==> src/rtl/flash_status_config_pkg.sv <==
// constants, field layouts and types of the flash status and configuration registers
// ****************************************************************
// ****************************************************************
package flash_status_config_pkg;
   typedef struct packed {
      logic controller_ready_bit;
      logic erase_suspended_bit;
      logic erase_fail_bit;
      logic program_fail_bit;
      logic supply_invalid_bit;
      logic program_suspended_bit;
      logic locked_block_error_bit;
      logic bank_write_or_word_ready_bit;
   } program_erase_status_t;

   typedef struct packed {
      logic read_select_bit;
      logic reserved_14;
      logic [2:0] first_data_latency_field;
      logic wait_polarity;
      logic data_hold;
      logic wait_timing;
      logic burst_sequential;
      logic rising_edge;
      logic [1:0] reserved_5_4;
      logic no_wrap;
      logic [2:0] burst_length;
   } bus_read_configuration_t;

   localparam logic [15:0] CONFIG_RESET = 16'hbfcf;
   localparam logic [15:0] CONFIG_WRITABLE = 16'hbfcf;
   localparam logic [7:0] STATUS_RESET = 8'h80;
   localparam logic [2:0] LAT_CODE_2 = 3'h2;
   localparam logic [2:0] LAT_CODE_3 = 3'h3;
   localparam logic [2:0] LAT_CODE_4 = 3'h4;
   localparam logic [2:0] LAT_CODE_5 = 3'h5;
   localparam logic [2:0] LAT_CYC_2 = 3'h2;
   localparam logic [2:0] LAT_CYC_3 = 3'h3;
   localparam logic [2:0] LAT_CYC_4 = 3'h4;
   localparam logic [2:0] LAT_CYC_5 = 3'h5;
   localparam logic [2:0] LAT_CYC_RESERVED = 3'h7;

   typedef enum logic [2:0] {
      ST_IDLE,
      ST_PROGRAM,
      ST_ERASE,
      ST_PROGRAM_SUSP,
      ST_ERASE_SUSP
   } op_state_t;
endpackage

==> src/rtl/flash_status_config_regs.sv <==
// status register, read-mode configuration and first-data latency timer
`timescale 1ns/1ps
module flash_status_config_regs #(
   parameter int NUM_BANKS = 8
) (
   input wire logic i_mclk,
   input wire logic i_resetn,
   input wire logic i_op_start,
   input wire logic i_op_is_erase,
   input wire logic i_target_locked,
   input wire logic i_vpp_low,
   input wire logic i_op_done,
   input wire logic i_verify_fail,
   input wire logic i_suspend_req,
   input wire logic i_resume_req,
   input wire logic [NUM_BANKS-1:0] i_bank_busy,
   input wire logic [$clog2(NUM_BANKS)-1:0] i_addr_bank,
   input wire logic i_efp_active,
   input wire logic i_efp_word_busy,
   input wire logic i_clear_status,
   input wire logic i_config_write,
   input wire logic [15:0] i_config_data,
   input wire logic i_addr_latch,
   output flash_status_config_pkg::program_erase_status_t o_status,
   output flash_status_config_pkg::bus_read_configuration_t o_config,
   output logic o_async_read,
   output logic o_op_run,
   output logic o_op_abort,
   output logic o_first_data
);
   import flash_status_config_pkg::*;

   // bank index must reach every bank and nothing beyond, so powers of two only
   if (NUM_BANKS < 2 || (NUM_BANKS & (NUM_BANKS - 1)) != 0) begin
      $error("NUM_BANKS must be a power of two of at least 2");
   end

   // ****************************************************************
   // state
   // ****************************************************************
   typedef struct packed {
      logic vpp_meta;
      logic vpp_low;
      op_state_t op;
      program_erase_status_t status;
      bus_read_configuration_t cfg;
      logic [2:0] lat_cnt;
      logic lat_active;
      logic first_data;
      logic abort;
   } regs_t;

   regs_t r;
   regs_t next_r;

   function automatic logic [2:0] lat_cycles(input logic [2:0] code);
      unique case (code)
         LAT_CODE_2: lat_cycles = LAT_CYC_2;
         LAT_CODE_3: lat_cycles = LAT_CYC_3;
         LAT_CODE_4: lat_cycles = LAT_CYC_4;
         LAT_CODE_5: lat_cycles = LAT_CYC_5;
         // reserved codes run slowest so data is never early
         default: lat_cycles = LAT_CYC_RESERVED;
      endcase
   endfunction

   logic any_busy;
   logic addr_busy;
   assign any_busy = |i_bank_busy;
   assign addr_busy = i_bank_busy[i_addr_bank];

   // ****************************************************************
   // next state
   // ****************************************************************
   always_comb begin
      next_r = r;
      next_r.vpp_meta = i_vpp_low;
      next_r.vpp_low = r.vpp_meta;
      next_r.abort = 1'b0;
      next_r.first_data = 1'b0;

      // clear first, so a same-cycle error event still lands
      if (i_clear_status) begin
         next_r.status.erase_fail_bit = 1'b0;
         next_r.status.program_fail_bit = 1'b0;
         next_r.status.supply_invalid_bit = 1'b0;
         next_r.status.locked_block_error_bit = 1'b0;
      end

      unique case (r.op)
         ST_IDLE: begin
            if (i_op_start) begin
               if (i_target_locked) begin
                  next_r.status.locked_block_error_bit = 1'b1;
                  next_r.abort = 1'b1;
               end else if (r.vpp_low) begin
                  next_r.status.supply_invalid_bit = 1'b1;
                  next_r.abort = 1'b1;
               end else begin
                  next_r.op = i_op_is_erase ? ST_ERASE : ST_PROGRAM;
               end
            end
         end
         ST_PROGRAM, ST_ERASE: begin
            if (i_op_done) begin
               next_r.op = ST_IDLE;
               if (i_verify_fail && r.op == ST_ERASE) begin
                  next_r.status.erase_fail_bit = 1'b1;
               end
               if (i_verify_fail && r.op == ST_PROGRAM) begin
                  next_r.status.program_fail_bit = 1'b1;
               end
            end else if (i_suspend_req) begin
               next_r.op = (r.op == ST_ERASE) ? ST_ERASE_SUSP : ST_PROGRAM_SUSP;
            end
         end
         ST_PROGRAM_SUSP: begin
            if (i_resume_req) begin
               next_r.op = ST_PROGRAM;
            end
         end
         ST_ERASE_SUSP: begin
            if (i_resume_req) begin
               next_r.op = ST_ERASE;
            end
         end
      endcase

      next_r.status.controller_ready_bit = ~any_busy;
      next_r.status.erase_suspended_bit = (next_r.op == ST_ERASE_SUSP);
      next_r.status.program_suspended_bit = (next_r.op == ST_PROGRAM_SUSP);
      if (!any_busy) begin
         next_r.status.bank_write_or_word_ready_bit = 1'b0;
      end else if (i_efp_active) begin
         next_r.status.bank_write_or_word_ready_bit = i_efp_word_busy;
      end else begin
         // only the bank selected by i_addr_bank is reported, not every busy bank
         next_r.status.bank_write_or_word_ready_bit = ~addr_busy;
      end

      // only the command path reaches the configuration
      if (i_config_write) begin
         next_r.cfg = bus_read_configuration_t'(i_config_data & CONFIG_WRITABLE);
      end

      if (r.lat_active) begin
         next_r.lat_cnt = r.lat_cnt - 3'h1;
         if (r.lat_cnt == 3'h1) begin
            next_r.lat_active = 1'b0;
            next_r.first_data = 1'b1;
         end
      end else if (i_addr_latch && !r.cfg.read_select_bit) begin
         next_r.lat_cnt = lat_cycles(r.cfg.first_data_latency_field);
         next_r.lat_active = 1'b1;
      end
   end

   always_ff @(posedge i_mclk or negedge i_resetn) begin
      if (!i_resetn) begin
         r.vpp_meta <= 1'b0;
         r.vpp_low <= 1'b0;
         r.op <= ST_IDLE;
         r.status <= program_erase_status_t'(STATUS_RESET);
         r.cfg <= bus_read_configuration_t'(CONFIG_RESET);
         r.lat_cnt <= 3'h0;
         r.lat_active <= 1'b0;
         r.first_data <= 1'b0;
         r.abort <= 1'b0;
      end else begin
         r <= next_r;
      end
   end

   assign o_status = r.status;
   assign o_config = r.cfg;
   assign o_async_read = r.cfg.read_select_bit;
   assign o_op_run = (r.op == ST_PROGRAM) || (r.op == ST_ERASE);
   assign o_op_abort = r.abort;
   assign o_first_data = r.first_data;

   // ****************************************************************
   // assertions
   // ****************************************************************
   property p_ready_tracks_busy;
      @(posedge i_mclk) disable iff (!i_resetn)
         1'b1 |=> (o_status.controller_ready_bit == ~$past(any_busy));
   endproperty
   a_ready_tracks_busy: assert property (p_ready_tracks_busy) else $error("ready bit wrong");

   property p_erase_susp;
      @(posedge i_mclk) disable iff (!i_resetn)
         (r.op == ST_ERASE && i_suspend_req && !i_op_done) |=>
            o_status.erase_suspended_bit && !o_op_run;
   endproperty
   a_erase_susp: assert property (p_erase_susp) else $error("erase suspend not shown");

   property p_prog_resume;
      @(posedge i_mclk) disable iff (!i_resetn)
         (r.op == ST_PROGRAM_SUSP && i_resume_req) |=> !o_status.program_suspended_bit && o_op_run;
   endproperty
   a_prog_resume: assert property (p_prog_resume) else $error("program resume not shown");

   property p_locked_abort;
      @(posedge i_mclk) disable iff (!i_resetn)
         (r.op == ST_IDLE && i_op_start && i_target_locked) |=>
            o_status.locked_block_error_bit && o_op_abort && !o_op_run;
   endproperty
   a_locked_abort: assert property (p_locked_abort) else $error("locked block not aborted");

   property p_vpp_refuse;
      @(posedge i_mclk) disable iff (!i_resetn)
         (r.op == ST_IDLE && i_op_start && !i_target_locked && r.vpp_low) |=>
            o_status.supply_invalid_bit && o_op_abort;
   endproperty
   a_vpp_refuse: assert property (p_vpp_refuse) else $error("low supply not refused");

   property p_sticky;
      @(posedge i_mclk) disable iff (!i_resetn)
         (o_status.program_fail_bit && !i_clear_status) |=> o_status.program_fail_bit;
   endproperty
   a_sticky: assert property (p_sticky) else $error("error bit dropped");

   property p_erase_fail;
      @(posedge i_mclk) disable iff (!i_resetn)
         (r.op == ST_ERASE && i_op_done && i_verify_fail) |=> o_status.erase_fail_bit;
   endproperty
   a_erase_fail: assert property (p_erase_fail) else $error("erase failure lost");

   property p_idle_bit0;
      @(posedge i_mclk) disable iff (!i_resetn)
         o_status.controller_ready_bit |-> !o_status.bank_write_or_word_ready_bit;
   endproperty
   a_idle_bit0: assert property (p_idle_bit0) else $error("forbidden bit zero");

   property p_bank_bit0;
      @(posedge i_mclk) disable iff (!i_resetn)
         (any_busy && !i_efp_active) |=>
            (o_status.bank_write_or_word_ready_bit == ~$past(addr_busy));
   endproperty
   a_bank_bit0: assert property (p_bank_bit0) else $error("bank bit zero wrong");

   property p_efp_bit0;
      @(posedge i_mclk) disable iff (!i_resetn)
         (any_busy && i_efp_active) |=>
            (o_status.bank_write_or_word_ready_bit == $past(i_efp_word_busy));
   endproperty
   a_efp_bit0: assert property (p_efp_bit0) else $error("word ready bit wrong");

   property p_config_hold;
      @(posedge i_mclk) disable iff (!i_resetn)
         !i_config_write |=> $stable(o_config);
   endproperty
   a_config_hold: assert property (p_config_hold) else $error("config changed without command");

   property p_lat3;
      @(posedge i_mclk) disable iff (!i_resetn)
         (i_addr_latch && !r.lat_active && !o_async_read &&
          o_config.first_data_latency_field == LAT_CODE_3) |=>
            !o_first_data [*3] ##1 o_first_data;
   endproperty
   a_lat3: assert property (p_lat3) else $error("latency three wrong");

   property p_async_no_data;
      @(posedge i_mclk) disable iff (!i_resetn)
         (o_async_read && !r.lat_active) |=> !o_first_data;
   endproperty
   a_async_no_data: assert property (p_async_no_data) else $error("sync timer ran in async");

   c_prog_ok: cover property (@(posedge i_mclk) disable iff (!i_resetn)
      r.op == ST_PROGRAM ##[1:50] r.op == ST_IDLE);
   c_erase_susp: cover property (@(posedge i_mclk) disable iff (!i_resetn)
      o_status.erase_suspended_bit ##[1:50] !o_status.erase_suspended_bit);
   c_sync_read: cover property (@(posedge i_mclk) disable iff (!i_resetn)
      !o_async_read && i_addr_latch ##[1:8] o_first_data);
   c_abort: cover property (@(posedge i_mclk) disable iff (!i_resetn) o_op_abort);
endmodule

==> config.mk <==
export PLATFORM = sky130hd
export DESIGN_NAME = flash_status_config_regs
export DESIGN_NICKNAME = d
export VERILOG_FILES = /design/src/rtl/flash_status_config_pkg.sv /design/src/rtl/flash_status_config_regs.sv
export SDC_FILE = /design/constraint.sdc
export NUM_CORES = 1
export LEC_CHECK = 0
export ABC_AREA = 1
export BUFFER_PORTS_ARGS = -buffer_cell sky130_fd_sc_hd__buf_4
export CAP_MARGIN = 40
export CORE_UTILIZATION = 48
export CTS_BUF_LIST = sky130_fd_sc_hd__clkbuf_4 sky130_fd_sc_hd__clkbuf_8 sky130_fd_sc_hd__clkbuf_16
export DETAILED_ROUTE_END_ITERATION = 8
export PLACE_DENSITY_LB_ADDON = 0.25
export SETUP_SLACK_MARGIN = 0.5
export SYNTH_ARGS = -nofsm -noshare
export SYNTH_HDL_FRONTEND = slang
export SYNTH_SLANG_ARGS = --single-unit
export TNS_END_PERCENT = 100
==> constraint.sdc <==
create_clock -name i_mclk -period 1.6 [get_ports i_mclk]
set_input_delay 0.24 -clock i_mclk [delete_from_list [all_inputs] [get_ports i_mclk]]
set_output_delay 0.24 -clock i_mclk [all_outputs]
set_load 0.05 [all_outputs]
Yosys cells after proc, flatten, opt, wreduce, memory -nomap -nowiden:

Cells that the tools add are included.

* flip-flop bits (word level): 32
* input port bits: 42

* add/sub/neg operators: 1
* magnitude comparators: 1
* equal/unequal tests: 11
* muxes and demuxes: 36
* bitwise logic cells: 2
* reduce and logical (&&, ||, !) cells: 9

Operator list (number)
* $mux 3: 9
* $pmux 3 s4: 2
* $mux 1: 18
* $eq 3x2->1 const B: 5
* $eq 3x3->1 const B: 4
* $mux 2: 4
* $mux 4: 2
* $reduce_or 8->1: 1
* $eq 3x1->1 const B: 2
* $lt 3x4->1 const B: 1
* $bmux 1 s3: 1
* $logic_and 1x1->1: 3
* $logic_not 3->1: 1
* $sub 3x1->3 const B: 1
* $not 1->1: 2
* $reduce_bool 2->1: 1
* $reduce_or 2->1: 1
* $logic_not 1->1: 1
* $logic_or 1x1->1: 1

Depth between registers and ports, before layout:

Gate-level depths: netlist (run 1).

* depth in word-level cells: 6
* depth in mapped cells: 9
* depth with buffers taken out: 8

Least setup slack after synthesis (run 1):

Ideal clock, no wire load.

* kind: reg-to-reg
* start: register r[32] in the netlist's numbering
* end: register r, in the netlist o_status[2]
* library setup time: 114 ps
* arrival time: 1236 ps
* required time: 1486 ps
* path slack: 250 ps
* cell stages (with the launch flop): 9
* path buffers: 0
* path through: dfrtp_1 inv_2 nand3_2 nand2_2 nand2_1 nor2_2 nor2_4 nand2_2 nor2_2

RTL lines
* start: declaration: line flash_status_config_regs.sv:53 `regs_t r;`
* start signal: assignment: line flash_status_config_regs.sv:170 `r <= next_r;`

Worst setup path after layout (run 1):

* start: register r[31] in the netlist's numbering
* end: output port o_op_run

* word-level cells in the longest chain between the ends: 2
* elaborated cells on any way between the ends: 3

RTL lines
* $eq 3x1->1 or $eq 3x2->1 (tied branches): line flash_status_config_regs.sv:177 `assign o_op_run = (r.op == ST_PROGRAM) || (r.op == ST_ERASE);`
* $logic_or 1x1->1 (*): line flash_status_config_regs.sv:177
* end: declaration: line flash_status_config_regs.sv:27 `output logic o_op_run,`

Every way passes the cells marked *; elsewhere a longest branch is shown, timed or not.

==> flow_metrics.py, run 1 <==
metrics = {
    "run_status": {
        "outcome": "finished clean",
    },
    "pwr": {
        "power_switching_uw": 1525,
        "seq_power_share_pct": 32.8,
        "p_leak_uw": 0.001270,
        "p_clk_share_pct": 15.2,
        "p_int_uw": 2123,
        "p_sw_share_pct": 41.81,
        "power_density_nw_per_um2": 1450,
        "pwr-share-comb_pct": 52.0,
        "peakVddDrop_v": 0.001430,
    },
    "sta": {
        "hold_violations": 0,
        "finalCritPeriodShare_pct": 89.21,
        "maxSlewViolCount": 0,
        "rsz0062_at_grt": "true",
        "worst_slack_ns": 0.1726,
        "clock_skew_ns": 0.009906,
        "hold_slack_ns": 0.1060,
        "period_needed_ns": 1.427,
        "fin_tns_setup_ns": 0,
        "max_freq_ghz": 0.7006,
        "setup_violations": 0,
    },
    "synthesis": {
        "avgSynthCellArea_sq_um": 8.671,
        "synth_flop_cell": "dfrtp_1",
        "netlist_area_sq_um": 1734,
        "synth_area_leaders": "dfrtp_1, dfstp_2, buf_4",
        "syn-instance-count": 200,
        "yosysWarningCount": 0,
        "seq_area_frac_synth_pct": 47.19,
        "synth_edf_count": 0,
        "synthTopCellsByCount": "nand2_1, buf_4, inv_1",
        "ys_seq_elements": 32,
        "netlist.top_cell.by_area": "dfrtp_1",
        "yosysMostFrequentCell": "nand2_1",
        "synth.top_cell.area_share_pct": 25.97,
        "ys_types": 24,
        "synthArstFlopShare_pct": 100.0,
    },
    "run": {
        "drv_cap": 0,
    },
    "global_route": {
        "grtUsageTotal_pct": 21.38,
        "busiest_layer": "met2",
        "use_met1_pct": 21.97,
        "grt_pass1_vias": 1461,
        "grt_antenna_before_repair": 0,
        "grt_overflow": 0,
        "grt_max_degree": 33,
        "grtUsageMet2_pct": 39.84,
        "met3_usage_pct": 6.801,
        "grt_pass1_wl_microns": 6327,
    },
    "setup_path": {
        "worst_r2r_endpoint": "o_status[2]",
        "worstSetupEndpointType": "output port",
        "rr_worst_depth": 9,
        "cp_max_fo": 3,
        "critPathArrivalTime_ns": 1.19,
        "start_kind": "register",
        "path_class": "reg2out",
        "reg2reg_from": "r[31]",
        "r2r_slack_ns": 0.24,
        "critPathRequiredTime_ns": 1.36,
    },
    "cts": {
        "clk_pin_slew_worst_paths_ns": 0.10,
        "clockBufferDepth": 2,
        "cts_buffers": 5,
        "clkLatencyLatePin_ns": 0.34,
        "htreeDepth": 2,
        "clockRootBuffer": "clkbuf_4",
        "cts_tree": "done",
        "cts_num_sinks": 32,
    },
    "route": {
        "dr.pass1.iters": 4,
        "finalWirelength_microns": 3744,
        "drc": 0,
        "drt_iter0_markers": 47,
        "ant_nets": 0,
        "dr_total_vias": 1450,
        "vias_per_cell": 4.693,
        "wl_per_cell_microns": 12.12,
    },
    "placement": {
        "io_buffers": 63,
        "dpl_worst_slack_ns": 0.2801,
        "placed_area_sq_um": 2095,
        "dp.final_hpwl_microns": 2379,
        "gp_congestion": 0.7531,
    },
    "final_layout": {
        "insertedDiodeCount": 0,
        "nNetsFinal": 306,
        "layout-drive-gt1-share_pct": 52.47,
        "stdcell_area_sq_um": 2516,
        "area_growth_pct": 45.09,
    },
    "floorplanning": {
        "io_pins": 70,
        "num_rows": 21,
        "die_area_sq_um": 3857,
        "die_y_microns": 62.11,
        "core-area_sq_um": 3390,
        "fp.dieW_microns": 62.11,
        "initial_core_util_pct": 51.16,
    },
    "hold_path": {
        "hold-path-endpoint": "o_status[3]",
        "holdPathStages": 2,
        "hold_class": "in2reg",
        "worstHoldStart": "i_target_locked",
    },
}
-- cells in the final DEF (no fill, tap or decap), drive strengths merged --
| cell type | instances |
|---|---|
| o21ai | 11 |
| nand2 | 47 |
| conb | 3 |
| nand4 | 1 |
| o211ai | 3 |
| a21oi | 2 |
| dfrtp | 18 |
| inv | 27 |
| dlygate4sd3 | 2 |
| clkbuf | 7 |
| mux2 | 9 |
| ha | 2 |
| o2111ai | 1 |
| dfstp | 14 |
| nor2 | 20 |
| buf | 78 |
| clkinv | 1 |
| xnor2 | 1 |
| nand3 | 16 |
-- metrics by stage --
| step | util [%] | total power (uW) | instances |
|---|---|---|---|
| floorplan | - | 2375 | 202 |
| detailed placement | 61.79 | 2634 | 284 |
| finish | 74.23 | 3648 | 309 |
| CTS | 71.91 | 3524 | 305 |
| global placement | 61.79 | 2604 | 284 |
| global route | 74.23 | 3878 | 309 |
-- cell type report --
| cell class | count | area, sq um |
|---|---|---|
| clock buffers | 7 | 70.07 |
| inverters | 27 | 106.4 |
| well taps | 46 | 57.56 |
| flip-flops and latches | 32 | 822.0 |
| multi-input cells | 116 | 691.9 |
| repair buffers | 80 | 763.2 |
| clock inverters | 1 | 5.005 |
| fillers | 244 | 873.3 |
-- state kept, by name (all words and copies together) (netlist names) --
name and count:
o_async_read 1, o_op_abort 1, next_r 1, o_status 8
o_first_data 1, o_config 12, r 8
-- power groups by stage --
| stage | Clock, uW | Combinational [uW] | Sequential (uW) |
|---|---|---|---|
| floorplan | 0 | 1170 | 1200 |
| global placement | 0 | 1420 | 1180 |
| detailed placement | 0 | 1450 | 1190 |
| CTS | 574 | 1760 | 1190 |
| global route | 616 | 2040 | 1220 |
| finish | 556 | 1900 | 1200 |
-- per-layer routing --
metal | vias up | share of wire, %
met1 | 665 | 38
met4 | 0 | 0.61
met5 | - | 0
met3 | 2 | 8.2
met2 | 61 | 54
li1 | 722 | -
-- how the worst max path moves through the flow --
stage / start / to / slack [ns]
after global placement: r[31] / o_status[2] / 0.34
after global routing: r[30] / o_op_run / 0.13
after detailed placement: r[31] / o_status[2] / 0.28
final: r[31] / o_op_run / 0.17
after CTS: r[30] / o_op_run / 0.15
after floorplan: r[32] / o_status[2] / 0.35
-- cells by family after synthesis --
group,after synthesis,share of synthesized area (%)
fa+ha+maj,2,1.443
xor+xnor,1,0.5051
simple gates,84,21.79
flops,32,47.19
buf+inv,54,17.46
other cells,1,0.2162
mux,9,5.844
compound gates,17,5.555
-- timing repair --
item / CTS / global route
pin swaps: 1 / 5
buffers inserted: 11 / 4
resized for setup: 47 / 11
endpoints found under the hold margin: 19 / 0
hold buffers: 2 / 0
setup endpoints to repair: 33 / 37
-- critical path, stage by stage, from the launching register on --
cell	delay [ns]
dfrtp_2	0.46
inv_2	0.08
nand3_4	0.08
nand2_4	0.08
buf_8	0.14
No activity file was read; power rests on OpenSTA's default activity.
==> run 2: changes to the inputs <==
- CORE_UTILIZATION: 48 -> 45
==> run 2 against run 1 <==
Net effect:
- wire length shrank 9.6%
- count of clock-buffer cells in the layout is the same
- via count grew 0.14%
- global-route usage shrank 2.3 points
- maximum frequency grew 4.4%
- combinational power is essentially flat
- cell count grew 0.97%
- sequential share of layout area shrank 0.98 points
- setup slack gained 0.061 ns
- first-iteration DRC count shrank 68%
- clock skew shrank 0.0029 ns
- largest cell class unchanged
==> flow_metrics.py, run 2 (same netlist as run 1, synthesis figures left out) <==
metrics = {
    "final_layout": {
        "regArea_sq_um": 820.8,
        "largest_reg_flops": 12,
        "layout_common_cells": "buf_4, nand2_1, inv_1",
        "insertedDiodeCount": 0,
        "multiInputGateArea_sq_um": 715.7,
        "layout-drive-gt1-share_pct": 54.55,
        "area_growth_pct": 49.35,
        "fill_cells": 320,
        "final_common_cell": "buf_4",
        "fin_util_pct": 70.22,
        "nNetsFinal": 307,
    },
    "route": {
        "ant_nets": 0,
        "dr_total_vias": 1452,
        "drc": 0,
        "wl_per_cell_microns": 10.85,
        "finalWirelength_microns": 3386,
        "vias_per_cell": 4.654,
        "drt_iter0_markers": 15,
        "dr.pass1.iters": 4,
    },
    "cts": {
        "htreeDepth": 2,
        "clockBufferDepth": 2,
        "clkLatencyLatePin_ns": 0.28,
        "clockRootBuffer": "clkbuf_8",
        "cts_tree": "done",
        "cts_buffers": 5,
        "clk_pin_slew_worst_paths_ns": 0.07,
        "cts_num_sinks": 32,
    },
    "sta": {
        "fin_tns_setup_ns": 0,
        "maxSlewViolCount": 0,
        "hold_violations": 0,
        "clock_skew_ns": 0.006961,
        "max_freq_ghz": 0.7316,
        "period_needed_ns": 1.367,
        "rsz0062_at_grt": "true",
        "finalCritPeriodShare_pct": 85.43,
        "setup_violations": 0,
    },
    "setup_path": {
        "reg2reg_from": "r[30]",
        "slowest_delay_ns": 0.44,
        "r2r_slack_ns": 0.26,
        "cp.depth": 4,
        "crit_buf_inv": 2,
        "worstSetupEndpointType": "output port",
        "critPathArrivalTime_ns": 1.13,
        "rr_worst_depth": 10,
        "slowest_stage": "dfrtp_2",
        "critical_path.cell_chain": "inv_2 -> nand3_4 -> nand2_4 -> buf_8",
        "start_kind": "register",
        "critPathRequiredTime_ns": 1.36,
        "cp-startpoint": "r[30]",
        "cp_max_fo": 3,
        "crit_end": "o_op_run",
        "worst_r2r_endpoint": "o_status[2]",
        "cpLargestDelayFamily": "flip-flops",
        "path_class": "reg2out",
    },
    "placement": {
        "dp.final_hpwl_microns": 2359,
        "io_buffers": 63,
        "gp_congestion": 0.7918,
    },
    "hold_path": {
        "hold_class": "in2reg",
    },
    "floorplanning": {
        "core-area_sq_um": 3689,
        "initial_core_util_pct": 47.01,
        "fp.dieW_microns": 64.08,
        "io_pins": 70,
        "num_rows": 22,
        "die_y_microns": 64.08,
        "die_area_sq_um": 4106,
    },
    "run": {
        "drv_cap": 0,
    },
    "global_route": {
        "grt_pass1_vias": 1460,
        "grt_overflow": 0,
        "grt_pass1_wl_microns": 5934,
        "grtUsageTotal_pct": 19.12,
        "grt_antenna_before_repair": 0,
        "grt_max_degree": 33,
    },
    "run_status": {
        "outcome": "finished clean",
    },
    "pwr": {
        "p_leak_uw": 0.001304,
        "peakVddDrop_v": 0.001091,
        "power_uw": 3946,
        "power_density_nw_per_um2": 1523,
    },
}
## run 2: worst min path at each step
stage | startpoint | end | cells past startpoint
after global placement | i_resetn | r[2] | 1
after global routing | i_vpp_low | next_r[33] | 1
after detailed placement | i_resetn | o_status[0] | 1
after floorplan | i_resetn | next_r[33] | 0
final | i_vpp_low | next_r[33] | 1
after CTS | i_vpp_low | next_r[33] | 1
## run 2: timing repair
| action | CTS | global route |
|---|---|---|
| hold endpoints to repair | 18 | 0 |
| buffers inserted | 12 | 5 |
| resized for setup | 48 | 14 |
| pin swaps | 8 | 9 |
| hold buffers | 1 | 0 |
| endpoints found under the setup margin | 28 | 34 |
## run 2: area by class of cell
class	count	area share, %
sequential	32	31.69
clock buffer	7	3.720
multi-input combinational	116	27.63
clock inverter	1	1.159
timing repair buffer	81	29.37
tap	48	2.319
inverter	27	4.106
## run 2: power breakdown
part	switching, uW	internal, uW	leakage, uW	total, uW
Sequential	161	1020	0.000372	1180
Combinational	1090	834	0.000868	1920
Clock	288	549	0.0000645	837
## run 2: through the flow
stage          hold WS, ns  setup WS [ns]  cells  instance area [sq um]
4_1_cts            0.05617         0.2268    307                   2500
3_5_place_dp        0.1934         0.3252    286                   2097
2_1_floorplan     -0.05559         0.3487    202                   1773
3_3_place_gp        0.1923         0.3457    286                   2097
5_1_grt            0.05890         0.1854    312                   2590
6_report           0.06577         0.2331    312                   2590
## run 2: per-layer routing
layer,vias up,global-route usage (%),wire length (microns)
li1,722,-,-
met1,676,21.08,1379
met2,49,33.78,1725
met3,5,3.571,207
met4,0,11.65,74
met5,-,0,0
==> run 3: changes to the inputs <==
- CAP_MARGIN: 40 -> 30
- CORE_ASPECT_RATIO: not set -> 0.6
- CTS_BUF_LIST: sky130_fd_sc_hd__clkbuf_4 sky130_fd_sc_hd__clkbuf_8 sky130_fd_sc_hd__clkbuf_16 -> sky130_fd_sc_hd__clkbuf_4
==> run 3 against run 2 <==
Net effect:
- global-route usage shrank 0.050 points
- first-iteration DRC count grew to 3.8 times the previous value
- power down 8.3%
- clock skew shrank 0.0040 ns
- non-clock buffer count up 1
- sequential share of layout area grew 0.69 points
- critical path depth unchanged
- critical endpoint unchanged
- largest cell class unchanged
==> flow_metrics.py, run 3 (same netlist as run 1, synthesis figures left out) <==
metrics = {
    "setup_path": {
        "critPathRequiredTime_ns": 1.36,
        "crit_buf_inv": 2,
        "critPathArrivalTime_ns": 1.18,
        "path_class": "reg2out",
        "crit_end": "o_op_run",
        "worst_r2r_endpoint": "o_status[2]",
        "reg2reg_from": "r[32]",
        "r2r_slack_ns": 0.21,
        "cp-startpoint": "r[32]",
        "worstSetupEndpointType": "output port",
        "rr_worst_depth": 10,
        "slowest_delay_ns": 0.41,
        "critical_path.cell_chain": "inv_2 -> nand3_4 -> nand2_4 -> buf_8",
        "slowest_stage": "dfrtp_1",
        "start_kind": "register",
        "cpLargestDelayFamily": "flip-flops",
        "cp.depth": 4,
        "cp_max_fo": 3,
    },
    "cts": {
        "cts_buffers": 5,
        "cts_num_sinks": 32,
        "clk_pin_slew_worst_paths_ns": 0.10,
        "clkLatencyLatePin_ns": 0.33,
        "cts_tree": "done",
        "htreeDepth": 2,
        "clockRootBuffer": "clkbuf_4",
        "clockBufferDepth": 2,
    },
    "pwr": {
        "peakVddDrop_v": 0.0009736,
        "seq_power_share_pct": 32.8,
        "power_density_nw_per_um2": 1428,
        "power_uw": 3619,
        "p_int_uw": 2048,
        "p_sw_share_pct": 43.41,
        "pwr-share-comb_pct": 55.3,
        "p_leak_uw": 0.001284,
        "power_switching_uw": 1571,
        "p_clk_share_pct": 11.9,
    },
    "final_layout": {
        "nNetsFinal": 308,
        "final_common_cell": "buf_4",
        "largest_reg_flops": 12,
        "area_growth_pct": 46.18,
        "layout_common_cells": "buf_4, nand2_1, inv_1",
        "stdcell_area_sq_um": 2535,
        "layout-drive-gt1-share_pct": 53.21,
        "insertedDiodeCount": 0,
    },
    "floorplanning": {
        "fp.dieW_microns": 82.14,
        "num_rows": 17,
        "core-area_sq_um": 3680,
        "io_pins": 70,
        "die_area_sq_um": 4114,
        "initial_core_util_pct": 47.13,
        "die_y_microns": 50.09,
    },
    "sta": {
        "hold_slack_ns": 0.09870,
        "setup_violations": 0,
        "max_freq_ghz": 0.7054,
        "period_needed_ns": 1.418,
        "clock_skew_ns": 0.002956,
        "finalCritPeriodShare_pct": 88.60,
        "fin_tns_setup_ns": 0,
        "maxSlewViolCount": 0,
        "hold_violations": 0,
        "rsz0062_at_grt": "true",
    },
    "global_route": {
        "grt_antenna_before_repair": 0,
        "grtUsageTotal_pct": 19.07,
        "busiest_layer": "met2",
        "grt_pass1_vias": 1294,
        "met3_usage_pct": 5.556,
        "grtUsageMet2_pct": 30.17,
        "grt_pass1_wl_microns": 5637,
        "grt_overflow": 0,
        "grt_max_degree": 33,
        "use_met1_pct": 24.62,
    },
    "placement": {
        "gp_congestion": 0.7835,
        "io_buffers": 63,
        "dp.final_hpwl_microns": 2482,
        "placed_area_sq_um": 2096,
    },
    "route": {
        "dr.pass1.iters": 4,
        "vias_per_cell": 4.631,
        "drt_iter0_markers": 57,
        "dr_total_vias": 1445,
        "finalWirelength_microns": 3631,
        "drc": 0,
        "wl_per_cell_microns": 11.64,
        "ant_nets": 0,
    },
    "run": {
        "drv_cap": 0,
    },
    "hold_path": {
        "hold_class": "in2reg",
    },
    "run_status": {
        "outcome": "finished clean",
    },
}
==> run 3: cell types whose count changed in the layout (fill, tap and decap cells not counted), sizes merged <==
cell,previous run,this run
bufinv,1,0
clkbuf,7,5
clkinv,0,3
dlygate4sd3,1,2
==> run 3: layer usage <==
| layer | up-vias | wire length [microns] |
|---|---|---|
| met2 | 55 | 1640 |
| met4 | 0 | 89 |
| met3 | 8 | 272 |
| li1 | 731 | - |
| met1 | 651 | 1630 |
| met5 | - | 0 |
==> run 3: layout make-up <==
cell class                 instances  area [sq um]
fill                             285          1145
timing repair buffer              82         785.8
clock buffer                       5         37.54
inverter                          27         103.9
sequential                        32         820.8
tap                               47         58.81
multi-input combinational        116         714.4
clock inverter                     3         13.76
==> run 3: timing repair <==
action                                 CTS  global route
endpoints found under the hold margin   18             1
cloned                                   0             0
hold buffers                             1             1
setup endpoints to repair               33            38
resized for setup                       57             8
pin swaps                               12             4
buffers inserted                        12             5
==> run 3: how the worst min path moves through the flow <==
stage	slack [ns]	to	cells past startpoint	start
global route	0.08	o_status[3]	2	i_target_locked
finish	0.1	o_status[3]	2	i_target_locked
global placement	0.20	o_first_data	1	i_resetn
detailed placement	0.19	o_status[0]	1	i_resetn
CTS	0.01	next_r[33]	1	i_vpp_low
floorplan	-0.06	next_r[33]	0	i_resetn
==> run 3: stage by stage <==
step	std cells	setup slack, ns	util (%)
2_1_floorplan	202	0.3487	-
3_3_place_gp	285	0.3473	56.95
3_5_place_dp	285	0.3428	56.95
4_1_cts	306	0.1797	66.88
5_1_grt	312	0.1373	68.89
6_report	312	0.1824	68.89
==> run 3: power groups by stage <==
stage / Combinational (uW) / Sequential (uW) / Clock (uW)
floorplan: 1170 / 1200 / 0
detailed placement: 1450 / 1190 / 0
global placement: 1430 / 1190 / 0
global route: 2140 / 1210 / 487
finish: 2000 / 1190 / 432
CTS: 1890 / 1180 / 449
